**src/core/itfd_pkg.sv**
```systemverilog
// Constants and types shared by the input terminal function decoder
package itfd_pkg;
	// ==========================================================
	// Terminal counts and widths
	localparam int NUM_TERM = 6;
	localparam int FUNC_W = 7;
	localparam int IDX_FAST_A = 4;
	localparam int IDX_FAST_B = 5;
	// ==========================================================
	// Register byte offsets
	localparam logic [11:0] OFF_FAST_TYPE = 12'h000;
	localparam logic [11:0] OFF_FUNC_BASE = 12'h004;
	localparam logic [11:0] OFF_CONTROL = 12'h01c;
	localparam logic [11:0] OFF_STATUS = 12'h020;
	localparam logic [11:0] OFF_LEVELS = 12'h024;
	// ==========================================================
	// Reset values
	localparam logic [7:0] RST_FAST_TYPE = 8'h00;
	localparam logic [6:0] RST_FUNC_TERM1 = 7'h01;
	localparam logic [6:0] RST_FUNC_OTHER = 7'h00;
	localparam logic [7:0] RST_CONTROL = 8'h00;
	// ==========================================================
	// Field positions
	localparam int FT_A_BIT = 0;
	localparam int FT_B_BIT = 4;
	localparam int CTL_STOPPED = 0;
	localparam int CTL_DIGPOS = 1;
	localparam int CTL_SERVO_EN = 2;
	localparam int CTL_TENSION = 3;
	localparam int CTL_FIRE = 4;
	// ==========================================================
	// Function codes
	localparam logic [6:0] FN_NONE = 7'h00;
	localparam logic [6:0] FN_FWD_RUN = 7'h01;
	localparam logic [6:0] FN_PULSE_DIS = 7'h34;
	localparam logic [6:0] FN_CLR_DEV = 7'h35;
	localparam logic [6:0] FN_GAIN_SW = 7'h36;
	localparam logic [6:0] FN_CYCLIC = 7'h37;
	localparam logic [6:0] FN_ESTOP = 7'h38;
	localparam logic [6:0] FN_OVERTEMP = 7'h39;
	localparam logic [6:0] FN_OPEN_LOOP = 7'h3b;
	localparam logic [6:0] FN_CLOSED_LOOP = 7'h3c;
	localparam logic [6:0] FN_PID_POL = 7'h3d;
	localparam logic [6:0] FN_SERVO = 7'h3f;
	localparam logic [6:0] FN_FWD_LIM = 7'h40;
	localparam logic [6:0] FN_REV_LIM = 7'h41;
	localparam logic [6:0] FN_POS_CLR = 7'h42;
	localparam logic [6:0] FN_PULSE_UP = 7'h43;
	localparam logic [6:0] FN_SUPERIMP = 7'h44;
	localparam logic [6:0] FN_PULSE_DN = 7'h45;
	localparam logic [6:0] FN_GEAR2 = 7'h46;
	localparam logic [6:0] FN_MASTER = 7'h47;
	localparam logic [6:0] FN_SLAVE = 7'h48;
	localparam logic [6:0] FN_DIA_RST = 7'h49;
	localparam logic [6:0] FN_WIND_SW = 7'h4a;
	localparam logic [6:0] FN_PREDRIVE = 7'h4b;
	localparam logic [6:0] FN_DIA_INH = 7'h4c;
	localparam logic [6:0] FN_ALARM_CLR = 7'h4d;
	localparam logic [6:0] FN_BRAKE = 7'h4e;
	localparam logic [6:0] FN_FEED_INT = 7'h4f;
	localparam logic [6:0] FN_DIA_SEL0 = 7'h50;
	localparam logic [6:0] FN_DIA_SEL1 = 7'h51;
	localparam logic [6:0] FN_FIRE = 7'h52;
	localparam logic [6:0] FN_TPID2 = 7'h53;
	// ==========================================================
	// Control mode and master/slave role
	typedef enum logic [1:0] {
		ITFD_MODE_OPEN = 2'b00,
		ITFD_MODE_CLOSED = 2'b01
	} itfd_mode_t;
	typedef enum logic [1:0] {
		ITFD_ROLE_NONE = 2'b00,
		ITFD_ROLE_MASTER = 2'b01,
		ITFD_ROLE_SLAVE = 2'b10
	} itfd_role_t;
endpackage

```
**src/core/itfd_decoder.sv**
```systemverilog
// Input terminal function decoder with APB register slave
`timescale 1ns/10ps
`default_nettype none

// Functional notes
// - Code 52 asserted ignores pulse reference input
// - Code 53 clears position loop deviation
// - Code 54 selects alternate position gains
// - Code 55 cyclic positioning only in digital positioning
// - Code 56 starts emergency deceleration stop
// - Code 57 is overtemperature fault, stops motor
// - Codes 59/60 switch control mode when stopped
// - Code 61 inverts PID polarity with setting
// - Code 63 enters zero servo when enabled
// - Codes 64/65 forward and reverse max limits
// - Code 66 zeroes position counter
// - Codes 67/69 trim pulses only with 68
// - Code 70 selects second gear numerator
// - Codes 71/72 select role only when stopped
// - Codes 73-79 act only with tension control
// - Codes 80/81 pick initial roll diameter
// - Code 82 raises fire signal in fire mode
// - Code 83 selects second tension PID group
// - Ones digit types fast input A
// - Tens digit types fast input B
// - Per-terminal function select, terminal one forward
module itfd_decoder (
	input wire logic mclk,
	input wire logic reset_n,
	input wire logic psel,
	input wire logic penable,
	input wire logic pwrite,
	input wire logic [11:0] paddr,
	input wire logic [31:0] pwdata,
	output logic [31:0] prdata,
	output logic pready,
	output logic pslverr,
	input wire logic [itfd_pkg::NUM_TERM-1:0] terminalIn,
	input wire logic driveStopped,
	output logic fastInputAPulse,
	output logic fastInputBPulse,
	output logic [itfd_pkg::NUM_TERM-1:0] forwardRotationCmd,
	output logic pulseInhibit,
	output logic clearPosDeviation,
	output logic altPosGain,
	output logic cyclicPosEnable,
	output logic emergencyStop,
	output logic motorOverTempFault,
	output logic [1:0] controlMode,
	output logic pidPolarityInvert,
	output logic zeroServo,
	output logic forwardMaxLimit,
	output logic reverseMaxLimit,
	output logic positionCountClear,
	output logic pulseTrimUp,
	output logic pulseTrimDown,
	output logic secondGearNumerator,
	output logic [1:0] syncRole,
	output logic [6:0] tensionCmd,
	output logic [1:0] initialDiameterSel,
	output logic fireModeSignal,
	output logic tensionPidGroup2
);
	import itfd_pkg::*;

	// ==========================================================
	// Reset release
	logic rstMeta_ff;
	logic rstSync_ff;
	always_ff @(posedge mclk or negedge reset_n) begin
		if (!reset_n) begin
			rstMeta_ff <= 1'b0;
			rstSync_ff <= 1'b0;
		end else begin
			rstMeta_ff <= 1'b1;
			rstSync_ff <= rstMeta_ff;
		end
	end
	wire rstN = rstSync_ff;

	// ==========================================================
	// Registers
	logic [7:0] fastType_ff;
	logic [6:0] funcSel_ff [NUM_TERM];
	logic [7:0] control_ff;
	logic apbWrite;
	logic [NUM_TERM-1:0] level_ff;
	assign apbWrite = psel && penable && pwrite;

	always_ff @(posedge mclk or negedge rstN) begin
		if (!rstN) begin
			fastType_ff <= RST_FAST_TYPE;
			control_ff <= RST_CONTROL;
		end else if (apbWrite) begin
			// Only 0 or 1 per digit is legal, so keep one bit per nibble
			if (paddr == OFF_FAST_TYPE) begin
				fastType_ff <= {3'h0, pwdata[FT_B_BIT], 3'h0, pwdata[FT_A_BIT]};
			end
			if (paddr == OFF_CONTROL) begin
				control_ff <= {3'h0, pwdata[4:0]};
			end
		end
	end

	genvar gi;
	generate
		for (gi = 0; gi < NUM_TERM; gi++) begin : gTerm
			always_ff @(posedge mclk or negedge rstN) begin
				if (!rstN) begin
					funcSel_ff[gi] <= (gi == 0) ? RST_FUNC_TERM1 : RST_FUNC_OTHER;
				end else if (apbWrite && paddr == OFF_FUNC_BASE + 12'(4 * gi)) begin
					funcSel_ff[gi] <= pwdata[6:0];
				end
			end
		end
	endgenerate

	// ==========================================================
	// APB read path, zero-wait answer
	logic [31:0] nxt_prdata;
	logic addrHit;
	always_comb begin
		nxt_prdata = 32'h0;
		addrHit = 1'b0;
		if (paddr == OFF_FAST_TYPE) begin
			nxt_prdata = {24'h0, fastType_ff};
			addrHit = 1'b1;
		end
		if (paddr == OFF_CONTROL) begin
			nxt_prdata = {24'h0, control_ff};
			addrHit = 1'b1;
		end
		if (paddr == OFF_STATUS) begin
			nxt_prdata = {26'h0, syncRole, controlMode, 2'b0};
			addrHit = 1'b1;
		end
		if (paddr == OFF_LEVELS) begin
			nxt_prdata = {26'h0, level_ff};
			addrHit = 1'b1;
		end
		for (int i = 0; i < NUM_TERM; i++) begin
			if (paddr == OFF_FUNC_BASE + 12'(4 * i)) begin
				nxt_prdata = {25'h0, funcSel_ff[i]};
				addrHit = 1'b1;
			end
		end
	end

	// Answer is registered: pready rises the cycle after setup
	always_ff @(posedge mclk or negedge rstN) begin
		if (!rstN) begin
			pready <= 1'b0;
			pslverr <= 1'b0;
			prdata <= 32'h0;
		end else begin
			pready <= psel && !penable;
			pslverr <= psel && !penable && !addrHit;
			prdata <= (psel && !penable && !pwrite) ? nxt_prdata : 32'h0;
		end
	end

	// ==========================================================
	// Terminal sampling and decode
	always_ff @(posedge mclk or negedge rstN) begin
		if (!rstN) begin
			level_ff <= '0;
		end else begin
			level_ff <= terminalIn;
		end
	end

	// Fast input in pulse mode carries no function
	logic [NUM_TERM-1:0] usable;
	always_comb begin
		usable = '1;
		usable[IDX_FAST_A] = fastType_ff[FT_A_BIT];
		usable[IDX_FAST_B] = fastType_ff[FT_B_BIT];
	end

	// One hit bit per function code; reserved codes set a bit that no output reads
	logic [127:0] hit;
	always_comb begin
		hit = '0;
		for (int i = 0; i < NUM_TERM; i++) begin
			if (level_ff[i] && usable[i]) begin
				hit[funcSel_ff[i]] = 1'b1;
			end
		end
	end

	wire tension = control_ff[CTL_TENSION];
	wire superOn = hit[FN_SUPERIMP];

	// ==========================================================
	// Command outputs, one flop process per command
	// Fast inputs come up as pulse inputs until software types them
	always_ff @(posedge mclk or negedge rstN) begin
		if (!rstN) begin
			fastInputAPulse <= 1'b1;
		end else begin
			fastInputAPulse <= !fastType_ff[FT_A_BIT];
		end
	end

	always_ff @(posedge mclk or negedge rstN) begin
		if (!rstN) begin
			fastInputBPulse <= 1'b1;
		end else begin
			fastInputBPulse <= !fastType_ff[FT_B_BIT];
		end
	end

	always_ff @(posedge mclk or negedge rstN) begin
		if (!rstN) begin
			forwardRotationCmd <= '0;
		end else begin
			for (int i = 0; i < NUM_TERM; i++) begin
				forwardRotationCmd[i] <= level_ff[i] && usable[i]
					&& funcSel_ff[i] == FN_FWD_RUN;
			end
		end
	end

	always_ff @(posedge mclk or negedge rstN) begin
		if (!rstN) begin
			pulseInhibit <= 1'b0;
		end else begin
			pulseInhibit <= hit[FN_PULSE_DIS];
		end
	end

	always_ff @(posedge mclk or negedge rstN) begin
		if (!rstN) begin
			clearPosDeviation <= 1'b0;
		end else begin
			clearPosDeviation <= hit[FN_CLR_DEV];
		end
	end

	always_ff @(posedge mclk or negedge rstN) begin
		if (!rstN) begin
			altPosGain <= 1'b0;
		end else begin
			altPosGain <= hit[FN_GAIN_SW];
		end
	end

	always_ff @(posedge mclk or negedge rstN) begin
		if (!rstN) begin
			cyclicPosEnable <= 1'b0;
		end else begin
			cyclicPosEnable <= hit[FN_CYCLIC] && control_ff[CTL_DIGPOS];
		end
	end

	always_ff @(posedge mclk or negedge rstN) begin
		if (!rstN) begin
			emergencyStop <= 1'b0;
		end else begin
			emergencyStop <= hit[FN_ESTOP];
		end
	end

	always_ff @(posedge mclk or negedge rstN) begin
		if (!rstN) begin
			motorOverTempFault <= 1'b0;
		end else begin
			motorOverTempFault <= hit[FN_OVERTEMP];
		end
	end

	always_ff @(posedge mclk or negedge rstN) begin
		if (!rstN) begin
			pidPolarityInvert <= 1'b0;
		end else begin
			pidPolarityInvert <= hit[FN_PID_POL];
		end
	end

	always_ff @(posedge mclk or negedge rstN) begin
		if (!rstN) begin
			zeroServo <= 1'b0;
		end else begin
			zeroServo <= hit[FN_SERVO] && control_ff[CTL_SERVO_EN];
		end
	end

	always_ff @(posedge mclk or negedge rstN) begin
		if (!rstN) begin
			forwardMaxLimit <= 1'b0;
		end else begin
			forwardMaxLimit <= hit[FN_FWD_LIM];
		end
	end

	always_ff @(posedge mclk or negedge rstN) begin
		if (!rstN) begin
			reverseMaxLimit <= 1'b0;
		end else begin
			reverseMaxLimit <= hit[FN_REV_LIM];
		end
	end

	always_ff @(posedge mclk or negedge rstN) begin
		if (!rstN) begin
			positionCountClear <= 1'b0;
		end else begin
			positionCountClear <= hit[FN_POS_CLR];
		end
	end

	always_ff @(posedge mclk or negedge rstN) begin
		if (!rstN) begin
			pulseTrimUp <= 1'b0;
		end else begin
			pulseTrimUp <= hit[FN_PULSE_UP] && superOn;
		end
	end

	always_ff @(posedge mclk or negedge rstN) begin
		if (!rstN) begin
			pulseTrimDown <= 1'b0;
		end else begin
			pulseTrimDown <= hit[FN_PULSE_DN] && superOn;
		end
	end

	always_ff @(posedge mclk or negedge rstN) begin
		if (!rstN) begin
			secondGearNumerator <= 1'b0;
		end else begin
			secondGearNumerator <= hit[FN_GEAR2];
		end
	end

	// Whole tension group drops at once when tension control is off
	always_ff @(posedge mclk or negedge rstN) begin
		if (!rstN) begin
			tensionCmd <= '0;
		end else begin
			tensionCmd <= tension ? hit[FN_FEED_INT:FN_DIA_RST] : 7'h00;
		end
	end

	always_ff @(posedge mclk or negedge rstN) begin
		if (!rstN) begin
			initialDiameterSel <= '0;
		end else begin
			initialDiameterSel <= tension ? {hit[FN_DIA_SEL1], hit[FN_DIA_SEL0]} : 2'b00;
		end
	end

	always_ff @(posedge mclk or negedge rstN) begin
		if (!rstN) begin
			fireModeSignal <= 1'b0;
		end else begin
			fireModeSignal <= hit[FN_FIRE] && control_ff[CTL_FIRE];
		end
	end

	always_ff @(posedge mclk or negedge rstN) begin
		if (!rstN) begin
			tensionPidGroup2 <= 1'b0;
		end else begin
			tensionPidGroup2 <= tension && hit[FN_TPID2];
		end
	end

	// ==========================================================
	// Mode and role latch; only changed while stopped
	always_ff @(posedge mclk or negedge rstN) begin
		if (!rstN) begin
			controlMode <= ITFD_MODE_OPEN;
			syncRole <= ITFD_ROLE_NONE;
		end else if (driveStopped && control_ff[CTL_STOPPED] == 1'b0) begin
			// Open loop wins if both are asserted
			if (hit[FN_OPEN_LOOP]) begin
				controlMode <= ITFD_MODE_OPEN;
			end else if (hit[FN_CLOSED_LOOP]) begin
				controlMode <= ITFD_MODE_CLOSED;
			end
			if (hit[FN_MASTER]) begin
				syncRole <= ITFD_ROLE_MASTER;
			end else if (hit[FN_SLAVE]) begin
				syncRole <= ITFD_ROLE_SLAVE;
			end
		end
	end
endmodule

`default_nettype wire

```
**config.mk**
```make
export PLATFORM = sky130hd
export DESIGN_NAME = itfd_decoder
export DESIGN_NICKNAME = d
export VERILOG_FILES = /design/src/core/itfd_pkg.sv /design/src/core/itfd_decoder.sv
export SDC_FILE = /design/constraint.sdc
export NUM_CORES = 1
export LEC_CHECK = 0
export ABC_AREA = 0
export BUFFER_PORTS_ARGS = -buffer_cell sky130_fd_sc_hd__buf_2
export CORE_ASPECT_RATIO = 1.2
export CORE_MARGIN = 1.5
export CORE_UTILIZATION = 40
export CTS_CLUSTER_DIAMETER = 50
export DETAILED_ROUTE_END_ITERATION = 16
export REMOVE_ABC_BUFFERS = 1
export SYNTH_ARGS = -nofsm -noshare
export SYNTH_HDL_FRONTEND = slang
export SYNTH_SLANG_ARGS = --single-unit
```
**constraint.sdc**
```tcl
create_clock -name mclk -period 3.86 [get_ports mclk]
set_clock_uncertainty 0.1 [all_clocks]
set_input_delay 0.386 -clock mclk [delete_from_list [all_inputs] [get_ports mclk]]
set_output_delay 0.386 -clock mclk [all_outputs]
set_load 0.01 [all_outputs]
```
Word-level counts from Yosys, hierarchy flattened:

Index checks and enable logic that the tools add are counted.
W data, S select, Z words.

* equal/unequal tests: 15
* bitwise operators: 6
* muxes and demuxes: 45
* magnitude comparators: 12
* reduce and logical (&&, ||, !) cells: 44

Operator list (number)
* $mux W84: 6
* $or A84 B84 Y84: 5
* $mux W7: 7
* $eq A12 B5 Y1 const B: 4
* $lt A7 B8 Y1 const B: 6
* $demux W1 S7: 6
* $eq A7 B1 Y1 const B: 6
* $ge A7 B1 Y1 const B: 6
* $logic_and A1 B1 Y1: 32
* $mux W32: 1
* $eq A12 B4 Y1 const B: 2
* $eq A12 B6 Y1 const B: 2
* $mux W1: 16
* $eq A12 B3 Y1 const B: 1
* $logic_not A12 Y1: 1
* $mux W6: 2
* $mux W2: 5
* $mux W5: 2
* $reduce_and A2 Y1: 4
* $logic_not A1 Y1: 5
* $reduce_bool A2 Y1: 2
* $not A1 Y1: 1

* input bits: 56
* output and inout bits: 71
* logic and storage cells: 159
* register bits: 128

Depth between registers and ports, before layout:

Gate-level depths: netlist (run 1).

* depth after elaboration: 17
* depth in mapped cells: 7
* mapped depth without buffers: 5

Worst setup path before layout (run 1):

OpenSTA, ideal clock, no wires.

* path type: input port to flip-flop
* from: input paddr[5]
* to: register funcSel_ff[21] in the netlist's numbering
* arrival: 2.027 ns
* stages on the path: 6
* setup slack: 1.608 ns
* setup time: 0.125 ns
* cell sequence: buf_6 or4_4 buf_6 or3_4 nor2_8 mux2_4

* word-level cells in the longest chain between the ends: 2

RTL lines
* start, declared: RTL line itfd_decoder.sv:33 `input wire logic [11:0] paddr,`
* $eq A12 B4 Y1: RTL line itfd_decoder.sv:111 `end else if (apbWrite && paddr == OFF_FUNC_BASE + 12'(4 * gi)) begin`
* $logic_and A1 B1 Y1: RTL line itfd_decoder.sv:111
* end signal, assigned by index: RTL line itfd_decoder.sv:110 `funcSel_ff[gi] <= (gi == 0) ? RST_FUNC_TERM1 : RST_FUNC_OTHER;`
* end signal, assigned by index: RTL line itfd_decoder.sv:112 `funcSel_ff[gi] <= pwdata[6:0];`
* end, declared: RTL line itfd_decoder.sv:84 `logic [6:0] funcSel_ff [NUM_TERM];`

No other way between the ends.
A chain may end at the register's enable or synchronous reset.

Worst setup path in the final report (run 1):

* from: register fastType_ff[4]
* to: register syncRole[1]

* word-level cells in the longest chain between the ends: 4
* elaborated cells between the ends (all ways): 5
* those cells by class: mux: 2; reduce/logical: 3

RTL lines
* start, declared: RTL line itfd_decoder.sv:83 `logic [7:0] fastType_ff;`
* start signal, assigned: RTL line itfd_decoder.sv:97 `fastType_ff <= {3'h0, pwdata[FT_B_BIT], 3'h0, pwdata[FT_A_BIT]};`
* $logic_and A1 B1 Y1 (*): RTL line itfd_decoder.sv:185 `if (level_ff[i] && usable[i]) begin`
* $mux W84 (*): RTL line itfd_decoder.sv:185
* $reduce_bool A2 Y1 (no line)
* $reduce_and A2 Y1 (no line)
* end signal, assigned: RTL line itfd_decoder.sv:374 `syncRole <= ITFD_ROLE_NONE;`
* end signal, assigned: RTL line itfd_decoder.sv:383 `syncRole <= ITFD_ROLE_MASTER;`
* end signal, assigned: RTL line itfd_decoder.sv:385 `syncRole <= ITFD_ROLE_SLAVE;`
* end, declared: RTL line itfd_decoder.sv:58 `output logic [1:0] syncRole,`

Mark *: on every way between the ends. The rest lies on a longest branch, timed or not.

==> run metrics, run 1 <==
status=finished, final reports clean; worst slew pin tran=1.19 ns; DIE AREA=0.0168 mm^2; Worst path slowest cell=o41ai_1; Mapped Cells=667; I/O pin total=127; Avg Vias per Cell=6.41; Worst Path Class, Setup=reg -> reg; vias in the first global route=5875; Initial Utilization=40.9%; number of synthesized flops with an enable pin=0; fin crit share=67.0%; Max Cap Viol=0; antenna viol nets, final=0; synth warn=0; ANT cells=0; Seq cells post-synth=102; Max Freq=0.387 GHz; first-pass GRT wire length=37600 um; GP Congestion=0.955; CP top delay family=compound AO/OA/AOI/OAI gates; Iter 0 DRT Violations=559; fill cell count=1554; syn_area_per_cell=9.60 um^2; Hold WS=0.0121 ns; M1 WL=9730 um; Synth cell types=76; peak supply drop=0.183 mV; # resized after CTS=0; Worst setup SP type=flip-flop; H-tree levels=3; CTS tree=done; Clk Latency, worst-skew pair=0.37 ns; Max Buffers Root-to-Sink=2; Top Layer Used=met4; top cell type by total area after synthesis=dfrtp_1; Slew Limit Fails=0; DP Wirelength=18000 um; mapped cell area=0.00640 mm^2; Crit Path Max Fanout=8; area of the multi-input gates=0.00351 mm^2; 1st-pass router iterations=6; Die W=119 um; register cell area after layout=0.00256 mm^2; Core ar.=0.0156 mm^2; worst reg2reg path startpoint=fastType_ff[4]$_DFFE_PN0P_; CTS Buf Count=9; fin nets=784; share of flip-flops with an asynchronous set or reset=100%; layout cells sized above 1=24.6%; Final setup viols=0; gr usage total=30.5%; Clock transition at path regs=0.08 ns; CP Capture Type=flip-flop; Worst path max stage delay=0.90 ns; DR WL met2=11700 um; most common cell in the synthesized netlist=dfrtp_1; Routed WL=25200 um; drt drc=0; row cnt=50; largest net degree at the start of global routing=63; Seq/Total Area, Yosys=39.9%; Leakage=0.00316 uW; commonest cells in the netlist=99 x dfrtp_1, 48 x nand2_1, 40 x nor2_1, 40 x o22ai_1, 32 x clkbuf_1; Slew Limit Headroom=19.8%; CP arrival=2.71 ns; Die H=142 um; wire per inst=26.8 um; share of the synthesized area in the top cell type=38.7%; initial antenna violation count=0; Final Critical Period=2.59 ns; most common flop cell mapped by yosys=dfrtp_1; Root Buffer=clkbuf_16; HP Start=terminalIn[4]; I/O Buffers=75; RSZ-0062 raised after global routing=no; ranking of synthesized cells by area=dfrtp_1 39%, mux2_4 4.7%, mux2_2 4.2%; Area Overhead vs Synth=12.7%; WL met3=2040 um; Data required, critical path=3.98 ns; TritonCTS Sinks=102; Vias=6032; Setup TNS=0 ns; Post-CTS Setup Bufs=0; Cell Chain, Critical Path=nand3_1 -> or4b_1 -> o22ai_1 -> o41ai_1 -> a21oi_1; worst hold-check path type=in -> reg; CP Buf/Inv Count=0; Fin. Hold Viols=0; Critical Path Source=fastType_ff[4]$_DFFE_PN0P_; GRT overflow=0; power density over the cells=306 mW/mm^2
area by class of cell:
class / count / share of cell area (%)
timing repair buffer: 92 / 7.00
tap: 208 / 3.60
clock buffer: 10 / 3.31
clock inverter: 6 / 1.20
multi-input combinational: 507 / 48.6
sequential: 102 / 35.5
inverter: 16 / 0.832
cells by family (layout without fill, tap and decap cells):
logic type / after synthesis / count (layout) / synth area share (%)
compound gates: 160 / 160 / 17.7
buf+inv: 83 / 124 / 6.76
simple gates: 266 / 266 / 25.0
mux: 54 / 54 / 10.5
other cells: 2 / 27 / 0.117
flops: 102 / 102 / 39.9
placed cells by master (no fill, tap or decap), types with 9 or more instances in the layout:
| cell type | instances |
|---|---|
| dfrtp_1 | 98 |
| buf_2 | 75 |
| nand2_1 | 48 |
| nor2_1 | 40 |
| o22ai_1 | 40 |
| nand3_1 | 27 |
| conb_1 | 27 |
| mux2_2 | 24 |
| nor3_1 | 20 |
| mux2_4 | 20 |
| o21ai_0 | 19 |
| inv_1 | 16 |
| a21oi_1 | 16 |
| buf_4 | 16 |
| nand2b_1 | 14 |
| nand4_1 | 14 |
| nor2b_1 | 13 |
| nand3b_1 | 11 |
| nor3b_1 | 11 |
| a22oi_1 | 11 |
| o31a_1 | 10 |
| clkbuf_16 | 9 |
where the power goes:
part / internal, uW / total, uW / switching, uW
Sequential: 1070 / 1090 / 20.5
Clock: 539 / 999 / 459
Combinational: 33.8 / 118 / 84.2
path summary, 6_finish.rpt:
check | endpoint | slack (ns) | cells after the start
max | syncRole[1]$_DFFE_PN0P_ | 1.27 | 5
min reg2reg | rstN$_DFF_PN0_ | 0.27 | 0
max in group asynchronous | forwardRotationCmd[3]$_DFF_PN0_ | 2.54 | 1
min in group asynchronous | rstN$_DFF_PN0_ | 0.22 | 2
max reg2reg | syncRole[1]$_DFFE_PN0P_ | 1.27 | 5
min | level_ff[4]$_DFF_PN0_ | 0.01 | 1
per-layer routing:
| metal | global-route usage, % | up-vias |
|---|---|---|
| li1 | - | 2588 |
| met1 | 38.0 | 2942 |
| met2 | 48.7 | 395 |
| met3 | 4.58 | 107 |
| met4 | 21.2 | 0 |
| met5 | 0 | - |
what timing repair did:
item | in CTS | in global routing
setup endpoints to repair | 0 | 0
endpoints found under the hold margin | 2 | 0
hold buffers | 1 | 0
state kept, by name, summed over array words and instances (netlist names), 2 cells and up:
| register | cells |
|---|---|
| funcSel_ff | 42 |
| fastType_ff | 2 |
| forwardRotationCmd | 6 |
| initialDiameterSel | 2 |
| syncRole | 2 |
| tensionCmd | 7 |
| level_ff | 6 |
| prdata | 7 |
| control_ff | 5 |
stage by stage:
step	instance area, um^2	total power [uW]	cells	setup WS, ns	util (%)
global route	7220	2280	941	1.23	46.2
detailed placement	6880	1230	924	1.12	44.0
floorplan	6120	1160	625	0.714	-
finish	7220	2210	941	1.27	46.2
CTS	7220	2220	941	1.37	46.2
global placement	6880	1230	924	1.12	44.0
No activity file was read; power rests on OpenSTA's default activity.
==> inputs of run 2 (changes only) <==
- clock period: 3.86 -> 2.3 ns (I/O delays scaled with it)
==> run metrics, run 2 (synthesis results as in run 1) <==
status=finished, final reports clean (unchanged); Largest register FFs=42 (unchanged); RSZ-0062 raised after global routing=no (unchanged); H-tree levels=3 (unchanged); I/O Buffers=75 (unchanged); Setup TNS=0 ns (unchanged); Worst Path Class, Setup=reg -> reg (unchanged); row cnt=50 (unchanged); Final Critical Period=2.22 ns (was 2.59 ns); Data required, critical path=2.40 ns (was 3.98 ns); Max Freq=0.451 GHz (was 0.387 GHz); worst slew pin tran=0.606 ns (was 1.19 ns); Crit Path Max Fanout=11 (was 8); gr usage total=32.8% (was 30.5%); Sw Share=27.4% (was 25.5%); Hold WS=0.0610 ns (was 0.0121 ns); Cell Chain, Critical Path=buf_4 -> nor3b_1 -> nand2_1 -> nor4_1 (was nand3_1 -> or4b_1 -> o22ai_1 -> o41ai_1 -> a21oi_1); Pint=2670 uW (was 1650 uW); share of total power in the clock network=43.6% (was 45.2%); DIE AREA=0.0168 mm^2 (unchanged); vias in the first global route=6234 (was 5875); TritonCTS Sinks=102 (unchanged); Initial Utilization=40.9% (unchanged); Root Buffer=clkbuf_16 (unchanged); CTS tree=done (unchanged); Placed Instances=991 (was 924); Worst path slowest cell=dfrtp_1 (was o41ai_1); Routed WL=27000 um (was 25200 um); Clock transition at path regs=0.08 ns (about the same); ANT cells=0 (unchanged); biggest regs=funcSel_ff (42), prdata (7), tensionCmd (7) (unchanged); post-route cell area=0.00781 mm^2 (was 0.00722 mm^2); fin crit share=96.4% (was 67.0%); Max Cap Viol=0 (unchanged); CP Capture Type=flip-flop (unchanged); largest net degree at the start of global routing=101 (was 63); Area Overhead vs Synth=21.9% (was 12.7%); Iter 0 DRT Violations=701 (was 559); wire per inst=26.6 um (was 26.8 um); power density over the cells=471 mW/mm^2 (was 306 mW/mm^2); Final setup viols=0 (unchanged); Core ar.=0.0156 mm^2 (unchanged); Max Buffers Root-to-Sink=2 (unchanged); drt drc=0 (unchanged); fin nets=858 (was 784); CP arrival=2.32 ns (was 2.71 ns); Leakage=0.00352 uW (was 0.00316 uW); Reg power frac=49.4% (was 49.5%); Post-CTS Setup Bufs=0 (unchanged); I/O pin total=127 (unchanged); GP Congestion=1.00 (was 0.955); antenna viol nets, final=0 (unchanged); Comb power frac=7.0% (was 5.3%); Final WS setup=0.0821 ns (was 1.27 ns); CP top delay family=simple AND/OR/NAND/NOR gates (was compound AO/OA/AOI/OAI gates); Fin. Hold Viols=0 (unchanged); most common cell after layout, fill and taps aside=dfrtp_1 (unchanged); Cell Area, Placed=0.00741 mm^2 (was 0.00688 mm^2); Avg Vias per Cell=6.13 (was 6.41); 1st-pass router iterations=5 (was 6); most frequent cells in the layout=98 x dfrtp_1, 81 x buf_4, 75 x buf_2 (was 98 x dfrtp_1, 75 x buf_2, 48 x nand2_1); Slew Limit Headroom=59.5% (was 19.8%); first-pass GRT wire length=40200 um (was 37600 um); CP Buf/Inv Count=1 (was 0); Clk Latency, worst-skew pair=0.37 ns (about the same); Vias=6223 (was 6032); peak supply drop=0.332 mV (was 0.183 mV); layout cells sized above 1=30.7% (was 24.6%); Slew Limit Fails=0 (unchanged); Worst setup SP type=flip-flop (unchanged); pre-CTS WS=-0.0196 ns (was 1.12 ns); Die W=119 um (unchanged); CTS Buf Count=9 (unchanged); Worst path max stage delay=0.58 ns (was 0.90 ns); Switch Pwr=1010 uW (was 564 uW); worst hold-check path type=in -> async (was in -> reg); DP Wirelength=20700 um (was 18000 um); initial antenna violation count=0 (unchanged); Die H=142 um (unchanged); GRT overflow=0 (unchanged); post-route insts no fill=1015 (was 941); Largest Register=funcSel_ff (unchanged)
## run 2: path summary, 6_finish.rpt
check / startpoint / end / slack [ns] / depth (start not counted)
hold reg to reg: rstMeta_ff$_DFF_PN0_ / rstN$_DFF_PN0_ / 0.27 / 0
setup reg to reg: funcSel_ff[8]$_DFFE_PN0P_ / forwardRotationCmd[4]$_DFF_PN0_ / 0.08 / 4
hold / removal: reset_n / rstN$_DFF_PN0_ / 0.06 / 2
setup / recovery: funcSel_ff[8]$_DFFE_PN0P_ / forwardRotationCmd[4]$_DFF_PN0_ / 0.08 / 4
min in group mclk: psel / pready$_DFF_PN0_ / 0.09 / 2
max in group asynchronous: rstN$_DFF_PN0_ / pidPolarityInvert$_DFF_PN0_ / 1.40 / 1
## run 2: final cells by class
cell class,count,area (um^2)
well taps,208,260
repair buffers,166,1100
clock buffers,9,225
flip-flops and latches,102,2560
multi-input cells,507,3510
inverters,16,60.1
clock inverters,7,86.3
fillers,1534,7830
## run 2: layer usage
layer	track usage [%]	wire [um]	share of wire, %	up-vias
li1	-	-	-	2733
met1	39.4	10400	39	3040
met2	55.2	12900	48	352
met3	5.31	1790	6.6	98
met4	20.4	1890	7.0	0
met5	0	0	0	-
## run 2: what timing repair did
item,in CTS,in global routing
setup endpoints to repair,1,0
hold buffers,8,0
hold endpoints to repair,9,0
gates resized for setup,1,0
## run 2: stage by stage
stage | total power [uW] | utilization, %
floorplan | 1950 | -
global placement | 2090 | 47.4
detailed placement | 2100 | 47.4
CTS | 3710 | 49.9
global route | 3800 | 49.9
finish | 3680 | 49.9
## run 2: power groups by stage
stage	sequential, uW	clock, uW	combinational, uW
after floorplan	1870	0	81.3
after CTS	1820	1640	256
after global routing	1820	1700	280
after global placement	1850	0	244
after detailed placement	1850	0	245
final	1820	1610	257
==> inputs of run 3 (changes only) <==
- ABC_AREA: 0 -> 1
==> run metrics, run 3 <==
CP top delay family=compound AO/OA/AOI/OAI gates (was simple AND/OR/NAND/NOR gates); Clock transition at path regs=0.07 ns (was 0.08 ns); Placed Instances=1141 (was 991); Seq cells post-synth=102 (unchanged); Iter 0 DRT Violations=574 (was 701); Slew Limit Headroom=57.0% (was 59.5%); wire per inst=20.3 um (was 26.6 um); H-tree levels=3 (unchanged); Initial Utilization=41.1% (was 40.9%); most common flop cell mapped by yosys=dfrtp_1 (unchanged); Vias=6435 (was 6223); Max Freq=0.497 GHz (was 0.451 GHz); most frequent cells in the layout=159 x nand2_1, 120 x inv_1, 98 x dfrtp_1 (was 98 x dfrtp_1, 81 x buf_4, 75 x buf_2); worst slew pin tran=0.639 ns (was 0.606 ns); Area Overhead vs Synth=15.4% (was 21.9%); Leakage=0.00375 uW (was 0.00352 uW); 1st-pass router iterations=5 (unchanged); Final Critical Period=2.01 ns (was 2.22 ns); worst hold-check path type=in -> reg (was in -> async); Worst Path Class, Setup=reg -> reg (unchanged); power density over the cells=467 mW/mm^2 (was 471 mW/mm^2); Avg Vias per Cell=5.53 (was 6.13); largest net degree at the start of global routing=60 (was 101); RSZ-0062 raised after global routing=no (unchanged); vias in the first global route=6032 (was 6234); Die W=119 um (about the same); Mapped Cells=850 (was 667); Setup TNS=0 ns (unchanged); Fin. Hold Viols=0 (unchanged); Crit Path Max Fanout=6 (was 11); share of the synthesized area in the top cell type=38.4% (was 38.7%); CTS Buf Count=9 (unchanged); biggest regs=funcSel_ff (42), prdata (7), tensionCmd (7) (unchanged); TritonCTS Sinks=102 (unchanged); Core ar.=0.0157 mm^2 (was 0.0156 mm^2); CP Buf/Inv Count=2 (was 1); Worst path max stage delay=0.46 ns (was 0.58 ns); DIE AREA=0.0169 mm^2 (was 0.0168 mm^2); initial antenna violation count=0 (unchanged); CTS tree=done (unchanged); I/O pin total=127 (unchanged); number of synthesized flops with an enable pin=0 (unchanged); ranking of synthesized cells by area=dfrtp_1 38%, nand2_1 9.2%, inv_1 7.0% (was dfrtp_1 39%, mux2_4 4.7%, mux2_2 4.2%); Seq/Total Area, Yosys=39.6% (was 39.9%); Synth cell types=52 (was 76); mapped cell area=0.00645 mm^2 (was 0.00640 mm^2); Final setup viols=0 (unchanged); Data required, critical path=2.49 ns (was 2.40 ns); syn_area_per_cell=7.59 um^2 (was 9.60 um^2); Max Buffers Root-to-Sink=2 (unchanged); most common cell in the synthesized netlist=nand2_1 (was dfrtp_1); top cell type by total area after synthesis=dfrtp_1 (unchanged); gr usage total=28.6% (was 32.8%); commonest cells in the netlist=159 x nand2_1, 120 x inv_1, 99 x dfrtp_1 (was 99 x dfrtp_1, 48 x nand2_1, 40 x nor2_1, 40 x o22ai_1, 32 x clkbuf_1); GP Congestion=1.06 (was 1.00); Hold WS=0.00522 ns (was 0.0610 ns); I/O Buffers=75 (unchanged); fill cell count=1602 (was 1534); fin crit share=87.4% (was 96.4%); row cnt=50 (unchanged); Largest register FFs=42 (unchanged); Cell Chain, Critical Path=inv_1 -> nor3_1 -> inv_1 -> o22ai_1 -> o21ai_0 -> a21oi_1 (was buf_4 -> nor3b_1 -> nand2_1 -> nor4_1); CP Capture Type=flip-flop (unchanged); first-pass GRT wire length=35500 um (was 40200 um); most common cell after layout, fill and taps aside=nand2_1 (was dfrtp_1); Max Cap Viol=0 (unchanged); Clk Latency, worst-skew pair=0.36 ns (was 0.37 ns); antenna viol nets, final=0 (unchanged); CP arrival=2.20 ns (was 2.32 ns); DP Wirelength=19100 um (was 20700 um); ANT cells=0 (unchanged); fin nets=1007 (was 858); Crit path top cell by count=inv_1; post-route insts no fill=1164 (was 1015); Worst path slowest cell=dfrtp_1 (unchanged); peak supply drop=0.288 mV (was 0.332 mV); Root Buffer=clkbuf_16 (unchanged); status=finished, final reports clean (unchanged); Routed WL=23600 um (was 27000 um); Slew Limit Fails=0 (unchanged); Largest Register=funcSel_ff (unchanged); share of flip-flops with an asynchronous set or reset=100% (unchanged); Die H=142 um (about the same); Worst setup SP type=flip-flop (unchanged); GRT overflow=0 (unchanged); layout cells sized above 1=19.5% (was 30.7%); # resized after CTS=0 (was 1); synth warn=0 (unchanged); drt drc=0 (unchanged)
==> run 3: final cells by class <==
class | instances | area, um^2 | share of cell area (%)
Inverter | 134 | 520 | 6.99
Sequential cell | 102 | 2560 | 34.4
Tap cell | 208 | 260 | 3.50
Timing Repair Buffer | 111 | 676 | 9.08
Multi-Input combinational cell | 593 | 3160 | 42.4
Clock buffer | 12 | 236 | 3.18
Clock inverter | 4 | 32.5 | 0.437
==> run 3: final timing paths <==
| check | from | end | slack [ns] | cells after the start |
|---|---|---|---|---|
| max in group asynchronous | rstN$_DFF_PN0_ | fastInputAPulse$_DFF_PN1_ | 1.38 | 1 |
| min in group asynchronous | reset_n | rstMeta_ff$_DFF_PN0_ | 0.08 | 2 |
| hold reg to reg | rstN$_DFF_PN0_ | control_ff[2]$_DFFE_PN0P_ | 0.10 | 0 |
| setup reg to reg | funcSel_ff[23]$_DFFE_PN0P_ | controlMode[0]$_DFFE_PN0P_ | 0.29 | 6 |
| setup / recovery | funcSel_ff[23]$_DFFE_PN0P_ | controlMode[0]$_DFFE_PN0P_ | 0.29 | 6 |
| hold / removal | penable | pready$_DFF_PN0_ | 0.005 | 2 |
==> run 3: per-layer routing <==
layer	GRT usage [%]	vias up	share of wire, %
met4	17.8	0	6.6
met2	45.1	308	45
met1	36.9	3015	42
li1	-	3028	-
met3	4.33	84	6.9
met5	0	-	0
==> run 3: logic make-up after synthesis <==
kind of cell / after synthesis / synth area share, %
buffers and inverters: 180 / 12.9
other: 2 / 0.116
flip-flops: 102 / 39.6
AND/OR/NAND/NOR: 387 / 30.1
AO/OA/AOI/OAI: 179 / 17.3
==> run 3: what timing repair did <==
item,CTS,global route
endpoints found under the hold margin,8,0
setup endpoints to repair,0,0
hold buffers,7,0
buffers inserted,0,0
==> run 3: where the power goes <==
group | switching (uW) | internal, uW | total, uW | leakage [uW]
clock | 710 | 744 | 1450 | 0.000124
combinational | 142 | 51.3 | 194 | 0.00223
sequential | 21.1 | 1800 | 1830 | 0.00139
==> run 3: per-stage QoR <==
stage	cell area (um^2)	utilization (%)	total power [uW]	setup slack, ns
after floorplan	6240	-	1960	-0.846
after global placement	7110	45.3	2050	0.348
after detailed placement	7110	45.3	2050	0.334
after CTS	7440	47.4	3500	0.342
after global routing	7440	47.4	3600	0.130
final	7440	47.4	3470	0.290
